`src/nvsram_map.vh`:
```
`ifndef NVSRAM_MAP_VH
`define NVSRAM_MAP_VH
// ****************************************************************
// Timing in nanoseconds and derived cycle counts at 50 MHz
// ****************************************************************
`define CLK_PERIOD_NS       20
`define INIT_HOLD_NS        25
`define INIT_HOLD_CYC       ((`INIT_HOLD_NS + `CLK_PERIOD_NS - 1) / `CLK_PERIOD_NS)
`define SETUP_NS            5
`define SETUP_CYC           1
`define READ_ACCESS_NS      45
`define READ_ACCESS_CYC     ((`READ_ACCESS_NS + `CLK_PERIOD_NS - 1) / `CLK_PERIOD_NS)
`define WRITE_PULSE_NS      35
`define WRITE_PULSE_CYC     ((`WRITE_PULSE_NS + `CLK_PERIOD_NS - 1) / `CLK_PERIOD_NS)
`define STORE_TIME_NS       10000000
`define STORE_TIME_CYC      (`STORE_TIME_NS / `CLK_PERIOD_NS)
`define RECALL_TIME_NS      20000
`define RECALL_TIME_CYC     (`RECALL_TIME_NS / `CLK_PERIOD_NS)
// ****************************************************************
// Field widths and command codes
// ****************************************************************
`define ADDR_W              13
`define DATA_W              8
`define CNT_W               20
`define CMD_READ            2'h0
`define CMD_WRITE           2'h1
`define CMD_STORE           2'h2
`define CMD_RECALL          2'h3
`endif

```
`src/wait_timer.v`:
```
`timescale 1ns/1ps
`include "nvsram_map.vh"
// ****************************************************************
// Down counter; o_done is a one-cycle pulse when the load expires
// ****************************************************************
module wait_timer (
  input  wire                i_ref_clk,
  input  wire                i_rstn,
  input  wire                i_load,    // Start a new wait
  input  wire [`CNT_W-1:0]   i_count,   // Cycles to wait, at least 1
  output reg                 o_done     // Pulse at the end of the wait
);
  reg [`CNT_W-1:0] remain;              // Cycles left
  reg              active;              // Wait in progress

  // Count down, reload wins over an ongoing count
  always @(posedge i_ref_clk) begin
    if (!i_rstn) begin
      remain <= {`CNT_W{1'b0}};
      active <= 1'b0;
      o_done <= 1'b0;
    end else if (i_load) begin
      remain <= i_count - 20'h00001;
      active <= 1'b1;
      o_done <= 1'b0;
    end else if (active) begin
      if (remain == {`CNT_W{1'b0}}) begin
        active <= 1'b0;
        o_done <= 1'b1;
      end else begin
        remain <= remain - 20'h00001;
        o_done <= 1'b0;
      end
    end else begin
      o_done <= 1'b0;
    end
  end
endmodule

```
`src/nv_sram_host.v`:
```
`timescale 1ns/1ps
`include "nvsram_map.vh"
module nv_sram_host #(
  parameter STORE_CYC  = `STORE_TIME_CYC,   // Store wait, shorten in simulation
  parameter RECALL_CYC = `RECALL_TIME_CYC   // Recall wait, shorten in simulation
) (
  input  wire                i_ref_clk,
  input  wire                i_rstn,
  input  wire                i_req_valid,    // Command request
  input  wire [1:0]          i_req_cmd,      // Read, write, store or recall
  input  wire [`ADDR_W-1:0]  i_req_addr,     // Byte address
  input  wire [`DATA_W-1:0]  i_req_wdata,    // Write data
  output wire                o_req_ready,    // Request accepted this cycle
  output reg                 o_rsp_valid,    // Command finished, one cycle
  output reg  [`DATA_W-1:0]  o_rsp_rdata,    // Read data
  output reg                 o_power_ok,     // Power-up recall wait over
  output reg  [`ADDR_W-1:0]  o_address_lines,
  input  wire [`DATA_W-1:0]  i_data_lines,
  output reg  [`DATA_W-1:0]  o_data_lines,
  output reg                 o_data_lines_oe,
  output reg                 o_chip_select_n,
  output reg                 o_write_strobe_n,
  output reg                 o_output_gate_n,
  output reg                 o_nonvolatile_select_n
);
  // ****************************************************************
  // States
  // ****************************************************************
  localparam [6:0] ST_BOOT  = 7'h01;  // Power-up recall wait
  localparam [6:0] ST_IDLE  = 7'h02;  // Deselected, waiting for work
  localparam [6:0] ST_SETUP = 7'h04;  // Controls set, select about to fall
  localparam [6:0] ST_ACT   = 7'h08;  // Strobe phase for a fixed time
  localparam [6:0] ST_REL   = 7'h10;  // Select release ending the strobe phase
  localparam [6:0] ST_NVWT  = 7'h20;  // Self-timed nonvolatile wait
  localparam [6:0] ST_DONE  = 7'h40;  // Report completion

  reg [6:0]          state;           // Current state
  reg [1:0]          cmd;             // Latched command
  reg [`DATA_W-1:0]  rd_sync1;        // Data pin synchroniser, first stage
  reg [`DATA_W-1:0]  rd_sync2;        // Data pin synchroniser, second stage
  reg                tmr_load;        // Timer start
  reg [`CNT_W-1:0]   tmr_count;       // Timer load value
  wire               tmr_done;        // Timer expiry

  // ****************************************************************
  // Timer loads
  // ****************************************************************
  // Whole integers here, cut to the counter width where they are loaded
  localparam integer READ_CYC  = `READ_ACCESS_CYC;  // Read strobe phase
  localparam integer WRITE_CYC = `WRITE_PULSE_CYC;  // Write strobe phase
  localparam integer HOLD_CYC  = `INIT_HOLD_CYC;    // Store or recall initiation hold

  assign o_req_ready = (state == ST_IDLE) && o_power_ok;

  wait_timer u_timer (
    .i_ref_clk (i_ref_clk),
    .i_rstn    (i_rstn),
    .i_load    (tmr_load),
    .i_count   (tmr_count),
    .o_done    (tmr_done)
  );

  // ****************************************************************
  // Data pin synchroniser
  // ****************************************************************
  // Two stages; only the second is sampled into the response
  always @(posedge i_ref_clk) begin
    if (!i_rstn) begin
      rd_sync1 <= 8'h00;
      rd_sync2 <= 8'h00;
    end else begin
      rd_sync1 <= i_data_lines;
      rd_sync2 <= rd_sync1;
    end
  end

  // ****************************************************************
  // Sequencer
  // ****************************************************************
  // Each command drives a full cycle from deselect back to deselect,
  // so every start is a fresh select edge and never a lingering level
  always @(posedge i_ref_clk) begin
    if (!i_rstn) begin
      state                  <= ST_BOOT;
      cmd                    <= `CMD_READ;
      tmr_load               <= 1'b1;
      tmr_count              <= RECALL_CYC[`CNT_W-1:0];
      o_rsp_valid            <= 1'b0;
      o_rsp_rdata            <= 8'h00;
      o_power_ok             <= 1'b0;
      o_address_lines        <= 13'h0000;
      o_data_lines           <= 8'h00;
      o_data_lines_oe        <= 1'b0;
      o_chip_select_n        <= 1'b1;
      o_write_strobe_n       <= 1'b1;
      o_output_gate_n        <= 1'b1;
      o_nonvolatile_select_n <= 1'b1;
    end else begin
      tmr_load    <= 1'b0;
      o_rsp_valid <= 1'b0;
      case (state)
        ST_BOOT: begin
          // no access before power-up recall ends
          if (tmr_done) begin
            o_power_ok <= 1'b1;
            state      <= ST_IDLE;
          end
        end
        ST_IDLE: begin
          if (i_req_valid && o_power_ok) begin
            cmd             <= i_req_cmd;
            o_address_lines <= i_req_addr;
            o_data_lines    <= i_req_wdata;
            o_nonvolatile_select_n <= !(i_req_cmd == `CMD_STORE ||
                                        i_req_cmd == `CMD_RECALL);
            // gate high for write and store
            o_output_gate_n <= (i_req_cmd == `CMD_WRITE ||
                                i_req_cmd == `CMD_STORE);
            // strobe low before select on writes
            o_write_strobe_n <= !(i_req_cmd == `CMD_WRITE);
            state <= ST_SETUP;
          end
        end
        ST_SETUP: begin
          // select falls fresh for each cycle
          o_chip_select_n <= 1'b0;
          o_data_lines_oe <= (cmd == `CMD_WRITE);
          // store strobe falls last, after select
          // strobe low with gate high is a store
          if (cmd == `CMD_STORE) begin
            o_write_strobe_n <= 1'b1;
          end
          tmr_load  <= 1'b1;
          tmr_count <= (cmd == `CMD_READ)  ? READ_CYC[`CNT_W-1:0] :
                       (cmd == `CMD_WRITE) ? WRITE_CYC[`CNT_W-1:0] : HOLD_CYC[`CNT_W-1:0];
          state     <= ST_ACT;
        end
        ST_ACT: begin
          if (cmd == `CMD_STORE && o_write_strobe_n) begin
            // strobe last completes the store condition
            o_write_strobe_n <= 1'b0;
            tmr_load         <= 1'b1;
            tmr_count        <= HOLD_CYC[`CNT_W-1:0];
          end else if (tmr_done) begin
            state <= ST_REL;
          end
        end
        ST_REL: begin
          // release after the read access, write pulse or 25 ns hold time
          // recall ended by select, not strobe
          o_chip_select_n  <= 1'b1;
          o_data_lines_oe  <= 1'b0;
          if (cmd == `CMD_READ) begin
            // read data sampled after access time
            // two extra cycles cover synchroniser latency
            o_rsp_rdata <= rd_sync2;
          end
          if (cmd == `CMD_STORE || cmd == `CMD_RECALL) begin
            tmr_load  <= 1'b1;
            tmr_count <= (cmd == `CMD_STORE) ? STORE_CYC[`CNT_W-1:0] :
                                               RECALL_CYC[`CNT_W-1:0];
            state     <= ST_NVWT;
          end else begin
            state <= ST_DONE;
          end
        end
        ST_NVWT: begin
          o_write_strobe_n       <= 1'b1;
          o_nonvolatile_select_n <= 1'b1;
          o_output_gate_n        <= 1'b1;
          // pins idle until the wait expires
          if (tmr_done) begin
            state <= ST_DONE;
          end
        end
        ST_DONE: begin
          o_write_strobe_n       <= 1'b1;
          o_nonvolatile_select_n <= 1'b1;
          o_output_gate_n        <= 1'b1;
          o_rsp_valid            <= 1'b1;
          state                  <= ST_IDLE;
        end
        default: begin
          state <= ST_IDLE;
        end
      endcase
    end
  end
endmodule

```
`config.mk`:
```
export PLATFORM = sky130hd
export DESIGN_NAME = nv_sram_host
export DESIGN_NICKNAME = d
export VERILOG_FILES = /design/src/wait_timer.v /design/src/nv_sram_host.v
export VERILOG_INCLUDE_DIRS = /design/src
export SDC_FILE = /design/constraint.sdc
export NUM_CORES = 1
export LEC_CHECK = 0
export ABC_CLOCK_PERIOD_IN_PS = 2880
export BUFFER_PORTS_ARGS = -buffer_cell sky130_fd_sc_hd__buf_2
export CAP_MARGIN = 20
export CORE_AREA = 4 4 112 114
export CTS_CLUSTER_SIZE = 28
export DETAILED_ROUTE_END_ITERATION = 8
export DIE_AREA = 0 0 116 118
export GPL_TIMING_DRIVEN = 0
export HOLD_SLACK_MARGIN = 0.12
export PLACE_DENSITY = 0.55
export RECOVER_POWER = 50
export SLEW_MARGIN = 20
export SYNTH_ARGS = -nofsm -noshare
export SYNTH_HDL_FRONTEND = slang
export SYNTH_SLANG_ARGS = --single-unit
```
`constraint.sdc`:
```
create_clock -name i_ref_clk -period 2.88 [get_ports i_ref_clk]
set_clock_uncertainty 0.15 [all_clocks]
set_input_delay 0.576 -clock i_ref_clk [delete_from_list [all_inputs] [get_ports i_ref_clk]]
set_output_delay 0.576 -clock i_ref_clk [all_outputs]
set_load 0.02 [all_outputs]
```
======== Word-level counts from Yosys, hierarchy flattened ========
Cells that the tools add are included.
cells by class
  add/subtract/negate cells ............... 2
  equality and inequality tests ........... 22
  mux-type cells .......................... 33
  bitwise operators ....................... 2
  reductions and logical operators ........ 25
operator list
  cell                                                  count
  two-way mux 20 bit                                    5
  case mux 20 bit (3 select lines)                      1
  two-way mux 7 bit                                     6
  case mux 7 bit (6 select lines)                       1
  subtractor 20 x 1 -> 20 bit (second input constant)   2
  logical NOT 20 bit                                    1
  two-way mux 19 bit                                    1
  two-way mux 1 bit                                     13
  != test 2 bit (second input constant)                 5
  AND reduction 2 bit                                   5
  equality test 2 bit (second input constant)           4
  != test 2 x 1 -> 1 bit (second input constant)        4
  case mux 1 bit (2 select lines)                       4
  equality test 7 x 1 -> 1 bit (second input constant)  1
  equality test 7 x 2 -> 1 bit (second input constant)  1
  equality test 7 x 3 -> 1 bit (second input constant)  1
  equality test 7 x 4 -> 1 bit (second input constant)  1
  equality test 7 x 5 -> 1 bit (second input constant)  1
  equality test 7 x 6 -> 1 bit (second input constant)  1
  equality test 7 bit (second input constant)           1
  nonzero test 2 bit                                    3
  AND reduction 5 bit                                   1
  equality test 2 x 1 -> 1 bit (second input constant)  2
  case mux 1 bit (4 select lines)                       1
  12 further kinds                                      18
word-level totals
  flip-flop bits (word level) ............. 104

======== Longest topological paths before layout ========
  depth in word-level cells ............... 5
  gate-level depth with buffers ........... 9
  gate-level depth less buffers ........... 6

======== Modules after synthesis ========
Synthesis repeated with hierarchy kept, for this count alone.
unflattened totals
  cell total of the unflattened synthesis .. 483
  area, all modules ....................... 4164.0 um2
modules (own cells, without submodules)
  module        times used  cells each  area each (um2)
  nv_sram_host  1           281         2583.7
  wait_timer    1           202         1580.3

======== Least setup slack after synthesis ========
No wires, ideal clock.
  kind .................................... register -> register
  start point ............................. reg tmr_load
  end point ............................... reg u_timer.remain[6]
  library setup time ...................... 0.132 ns
  arrival ................................. 2.265 ns
  slack ................................... 0.333 ns
  stages on the path, launching flop included .. 10
  path buffers ............................ 3
  period minus slack after synthesis ...... 2.547 ns
  cell sequence ........................... dfxtp_1 buf_2 buf_1 clkbuf_1 mux2i_1 ha_1 o21ai_0 a2111oi_2 xnor2_1 a21oi_1
on the way
  cells in the longest elaborated chain, start to end .. 2
  elaborated cells between the ends (all ways) .. 4
  those cells by class .................... eq/ne (1); mux (1); reduce/logical (2)
ends and longest elaborated chain
  element                                                               line                source
  start: declaration                                                    nv_sram_host.v:41   reg tmr_load;
  start signal: assignment                                              nv_sram_host.v:86   tmr_load <= 1'b1;
  start signal: assignment                                              nv_sram_host.v:99   tmr_load <= 1'b0;
  start signal: assignment                                              nv_sram_host.v:133  tmr_load <= 1'b1;
  != test 2 bit (no line) / nonzero test 2 bit (equally long branches)  n/a
  AND reduction 2 bit (no line)                                         n/a
  end signal: assignment                                                wait_timer.v:19     remain <= {`CNT_W{1'b0}};
  end signal: assignment                                                wait_timer.v:23     remain <= i_count - 20'h00001;
  end signal: assignment                                                wait_timer.v:31     remain <= remain - 20'h00001;
  end: declaration                                                      wait_timer.v:13     reg [`CNT_W-1:0] remain;
Parallel ways exist; a longest one is shown, timed or not.
A chain may end at the register's enable or synchronous reset.

======== Worst setup path in the final report ========
  start point ............................. reg state[4]
  end point ............................... out o_req_ready
on the way
  cells in the longest elaborated chain, start to end .. 2
ends and longest elaborated chain
  element                       line                source
  start: declaration            nv_sram_host.v:37   reg [6:0] state;
  start signal: assignment      nv_sram_host.v:84   state <= ST_BOOT;
  start signal: assignment      nv_sram_host.v:106  state <= ST_IDLE;
  start signal: assignment      nv_sram_host.v:121  state <= ST_SETUP;
  equality test 7 x 2 -> 1 bit  nv_sram_host.v:53   assign o_req_ready = (state == ST_IDLE) && o_power_ok;
  logical AND 1 bit             nv_sram_host.v:53
  end: declaration              nv_sram_host.v:13   output wire o_req_ready,
Every way passes these cells.

==> flow_metrics.env <==
export IMPL_status="finished, final reports clean"
export IMPL_post_route_min_period_ns=2.666
export IMPL_ios=71
export IMPL_crit_family="simple AND/OR/NAND/NOR gates"
export IMPL_n_fill_cell=1188
export IMPL_critPathLaunchType="flop"
export IMPL_yosysUniqueCellTypes=61
export IMPL_clk_pin_slew_worst_paths_ns=0.07
export IMPL_final_setup_viol_count=0
export IMPL_p_int_mw=2.050
export IMPL_synthTopCellsByCount="dfxtp_1, nand2_1, a21oi_1, o21ai_0, nor2_1"
export IMPL_antenna_found_initial=0
export IMPL_drv_slew=0
export IMPL_port_buffers=69
export IMPL_fin_ws_ns=0.2138
export IMPL_track_usage_pct=16.50
export IMPL_grt_ovfl_total=0
export IMPL_synth_cells=476
export IMPL_die_height_um=118
export IMPL_pwr_share_clk_pct=43.2
export IMPL_drive_gt1_share_pct=11.61
export IMPL_core_area_um2=11420
export IMPL_dieArea_um2=13690
export IMPL_max_freq_mhz=375.1
export IMPL_grt_first_pass_wirelength_um=18330
export IMPL_dpl_cell_area_um2=4509
export IMPL_max_stage_delay_ns=0.40
export IMPL_numCtsBuffers=9
export IMPL_wire_per_inst_um=15.95
export IMPL_hold_slack_ns=0.2825
export IMPL_synthArstFlopShare_pct=0
export IMPL_htreeDepth=3
export IMPL_yosys_area_top_type="dfxtp_1"
export IMPL_dp_hpwl_um=8167
export IMPL_p_leak_nw=1.739
export IMPL_rows=39
export IMPL_finalHoldViolations=0
export IMPL_place_congestion=0.9413
export IMPL_wirelength_um=11210
export IMPL_nets=593
export IMPL_die_w_um=116
export IMPL_min_period_over_period_pct=92.58
export IMPL_cts_setup_buffers=0
export IMPL_viasPerCell=5.425
export IMPL_seqPwrFrac_pct=46.8
export IMPL_ant_nets=0
export IMPL_maxCapViolations=0
export IMPL_post_place_cells=688
export IMPL_pre_cts_ws_ns=-0.3289
export IMPL_drc=0
export IMPL_arrival_ns=1.94
export IMPL_grt_max_degree=20
export IMPL_crit_path_cell_trace="clkbuf_1 > or3_4 > buf_6 > nor3_1 > and2_1 > buf_2"
export IMPL_path_class="flop to primary output"
export IMPL_grt_pass1_vias=3591
export IMPL_yosysTopAreaCellShare_pct=44.71
export IMPL_endpoint_kind="primary output"
export IMPL_synthesis_nets=514
export IMPL_synth_edff_count=0
export IMPL_cp_slowest_cell="or3_4"
export IMPL_hp_class="flop to flop"
export IMPL_clockBufferDepth=2
export IMPL_clk_root_buffer_cell="clkbuf_16"
export IMPL_p_sw_uw=728.4
export IMPL_antenna_diode_count=0
export IMPL_ir_drop_v=0.0003369
export IMPL_ys_seq_area_share_pct=44.71
export IMPL_total_power_mw=2.778
export IMPL_maxSlewHeadroom_pct=41.34
export IMPL_yosys_cell_count_top_type="dfxtp_1"
export IMPL_clk_latency_ns=0.34
export IMPL_routed_via_count=3814
export IMPL_drt_pass1_iterations=5
export IMPL_cts_sinks=89
export IMPL_yosysWarnings=0
export IMPL_netlist_area_um2=3985
export IMPL_power_density_nw_per_um2=583.3
export IMPL_finalNonFillerCells=703
export IMPL_synth_seq_cells=89
export IMPL_tritoncts="done"
export IMPL_syn_to_final_growth_pct=19.53
export IMPL_synth_area_per_cell_um2=8.372
export IMPL_cp_max_fo=8
export IMPL_tns_ns=0
export IMPL_rsz0062_at_grt="no"
export IMPL_required_ns=2.15
export IMPL_drt_initial_drc_count=239
export IMPL_design_area_um2=4763
export IMPL_netSwitchingFraction_pct=26.22
export IMPL_path_buf_inv=3
export IMPL_worstMarginPinSlew_ns=0.8732
export IMPL_p_comb_share_pct=10.0
export IMPL_final_util_pct=41.72
export IMPL_synth_flop_cell="dfxtp_1"
export IMPL_initial_utilization_pct=34.90
export IMPL_yosys_top_cells_area="dfxtp_1, nand2_1, a21oi_1, and2_1, o21ai_0"
[worst register-to-register path, delay by kind of cell (launching register included)]
| kind | cells | cell delay (ns) |
|---|---|---|
| AO/OA/AOI/OAI | 3 | 0.70 |
| adder cells (fa/ha/maj) | 1 | 0.31 |
| buffers and inverters | 2 | 0.57 |
| flip-flops | 1 | 0.40 |
| XOR/XNOR | 1 | 0.16 |
| multiplexers | 1 | 0.23 |
[what timing repair did]
item / 4_1_cts / 5_1_grt
pin swaps: 0 / 0
cloned: 0 / 0
hold buffers: 0 / 0
gates resized for setup: 2 / 2
endpoints found under the setup margin: 6 / 4
[final cells by class]
cell class,instances,area [um^2],share of cell area (%)
inverter,10,37.54,0.7880
tap,143,178.9,3.756
buffer,27,127.6,2.679
clock buffer,9,225.2,4.728
clock inverter,7,77.57,1.629
sequential,89,1782,37.40
timing repair buffer,69,300.3,6.304
multi-input combinational,349,2034,42.71
[metal layers]
metal | vias to the layer above | GRT usage [%] | wire, um
met5 | - | 0 | 0
li1 | 1873 | - | -
met4 | 0 | 7.034 | 203
met3 | 20 | 3.496 | 732
met1 | 1782 | 22.95 | 5182
met2 | 139 | 24.46 | 5094
[registers in the layout, indices dropped and copies added, names as in the netlist, 2 cells and up]
name             count
u_timer.remain      20
o_address_lines     13
cmd                  2
tmr_count            5
o_data_lines         8
rd_sync1             8
o_rsp_rdata          8
state                7
rd_sync2             8
[cell families after synthesis]
kind of cell             after synthesis  synth area share (%)
buffers and inverters                 38                 4.176
AND/OR/NAND/NOR                      201                 25.68
XOR/XNOR                               9                 1.978
adder cells (fa/ha/maj)                4                 1.256
flip-flops                            89                 44.71
multiplexers                           6                 1.507
AO/OA/AOI/OAI                        129                 20.69
[cell usage in the layout (no fill, tap or decap), types with 7 or more instances in the layout]
master     instances
dfxtp_1           89
nand2_1           82
clkbuf_1          54
a21oi_1           48
buf_2             38
o21ai_0           22
nor2_1            21
nor3_1            12
nand3_1           12
and2_1            11
nor4_1            11
clkbuf_16          9
inv_1              8
and2_0             8
nand4_1            8
a211oi_1           7
[power groups by stage]
stage	registers, mW	logic [mW]	clock network [mW]
after global placement	1.33	0.272	0
after floorplan	1.32	0.189	0
after global routing	1.30	0.308	1.27
after detailed placement	1.33	0.270	0
after CTS	1.30	0.272	1.23
final	1.30	0.278	1.20
[path summary, 6_finish.rpt]
check | from | to | slack, ns | cells past startpoint
max | state[4] | o_req_ready | 0.21 | 6
min | rd_sync1[7] | rd_sync2[7] | 0.28 | 1
min reg2reg | rd_sync1[7] | rd_sync2[7] | 0.28 | 1
max reg2reg | tmr_load | u_timer.remain[6] | 0.22 | 8
(Power assumes the default switching activity.)
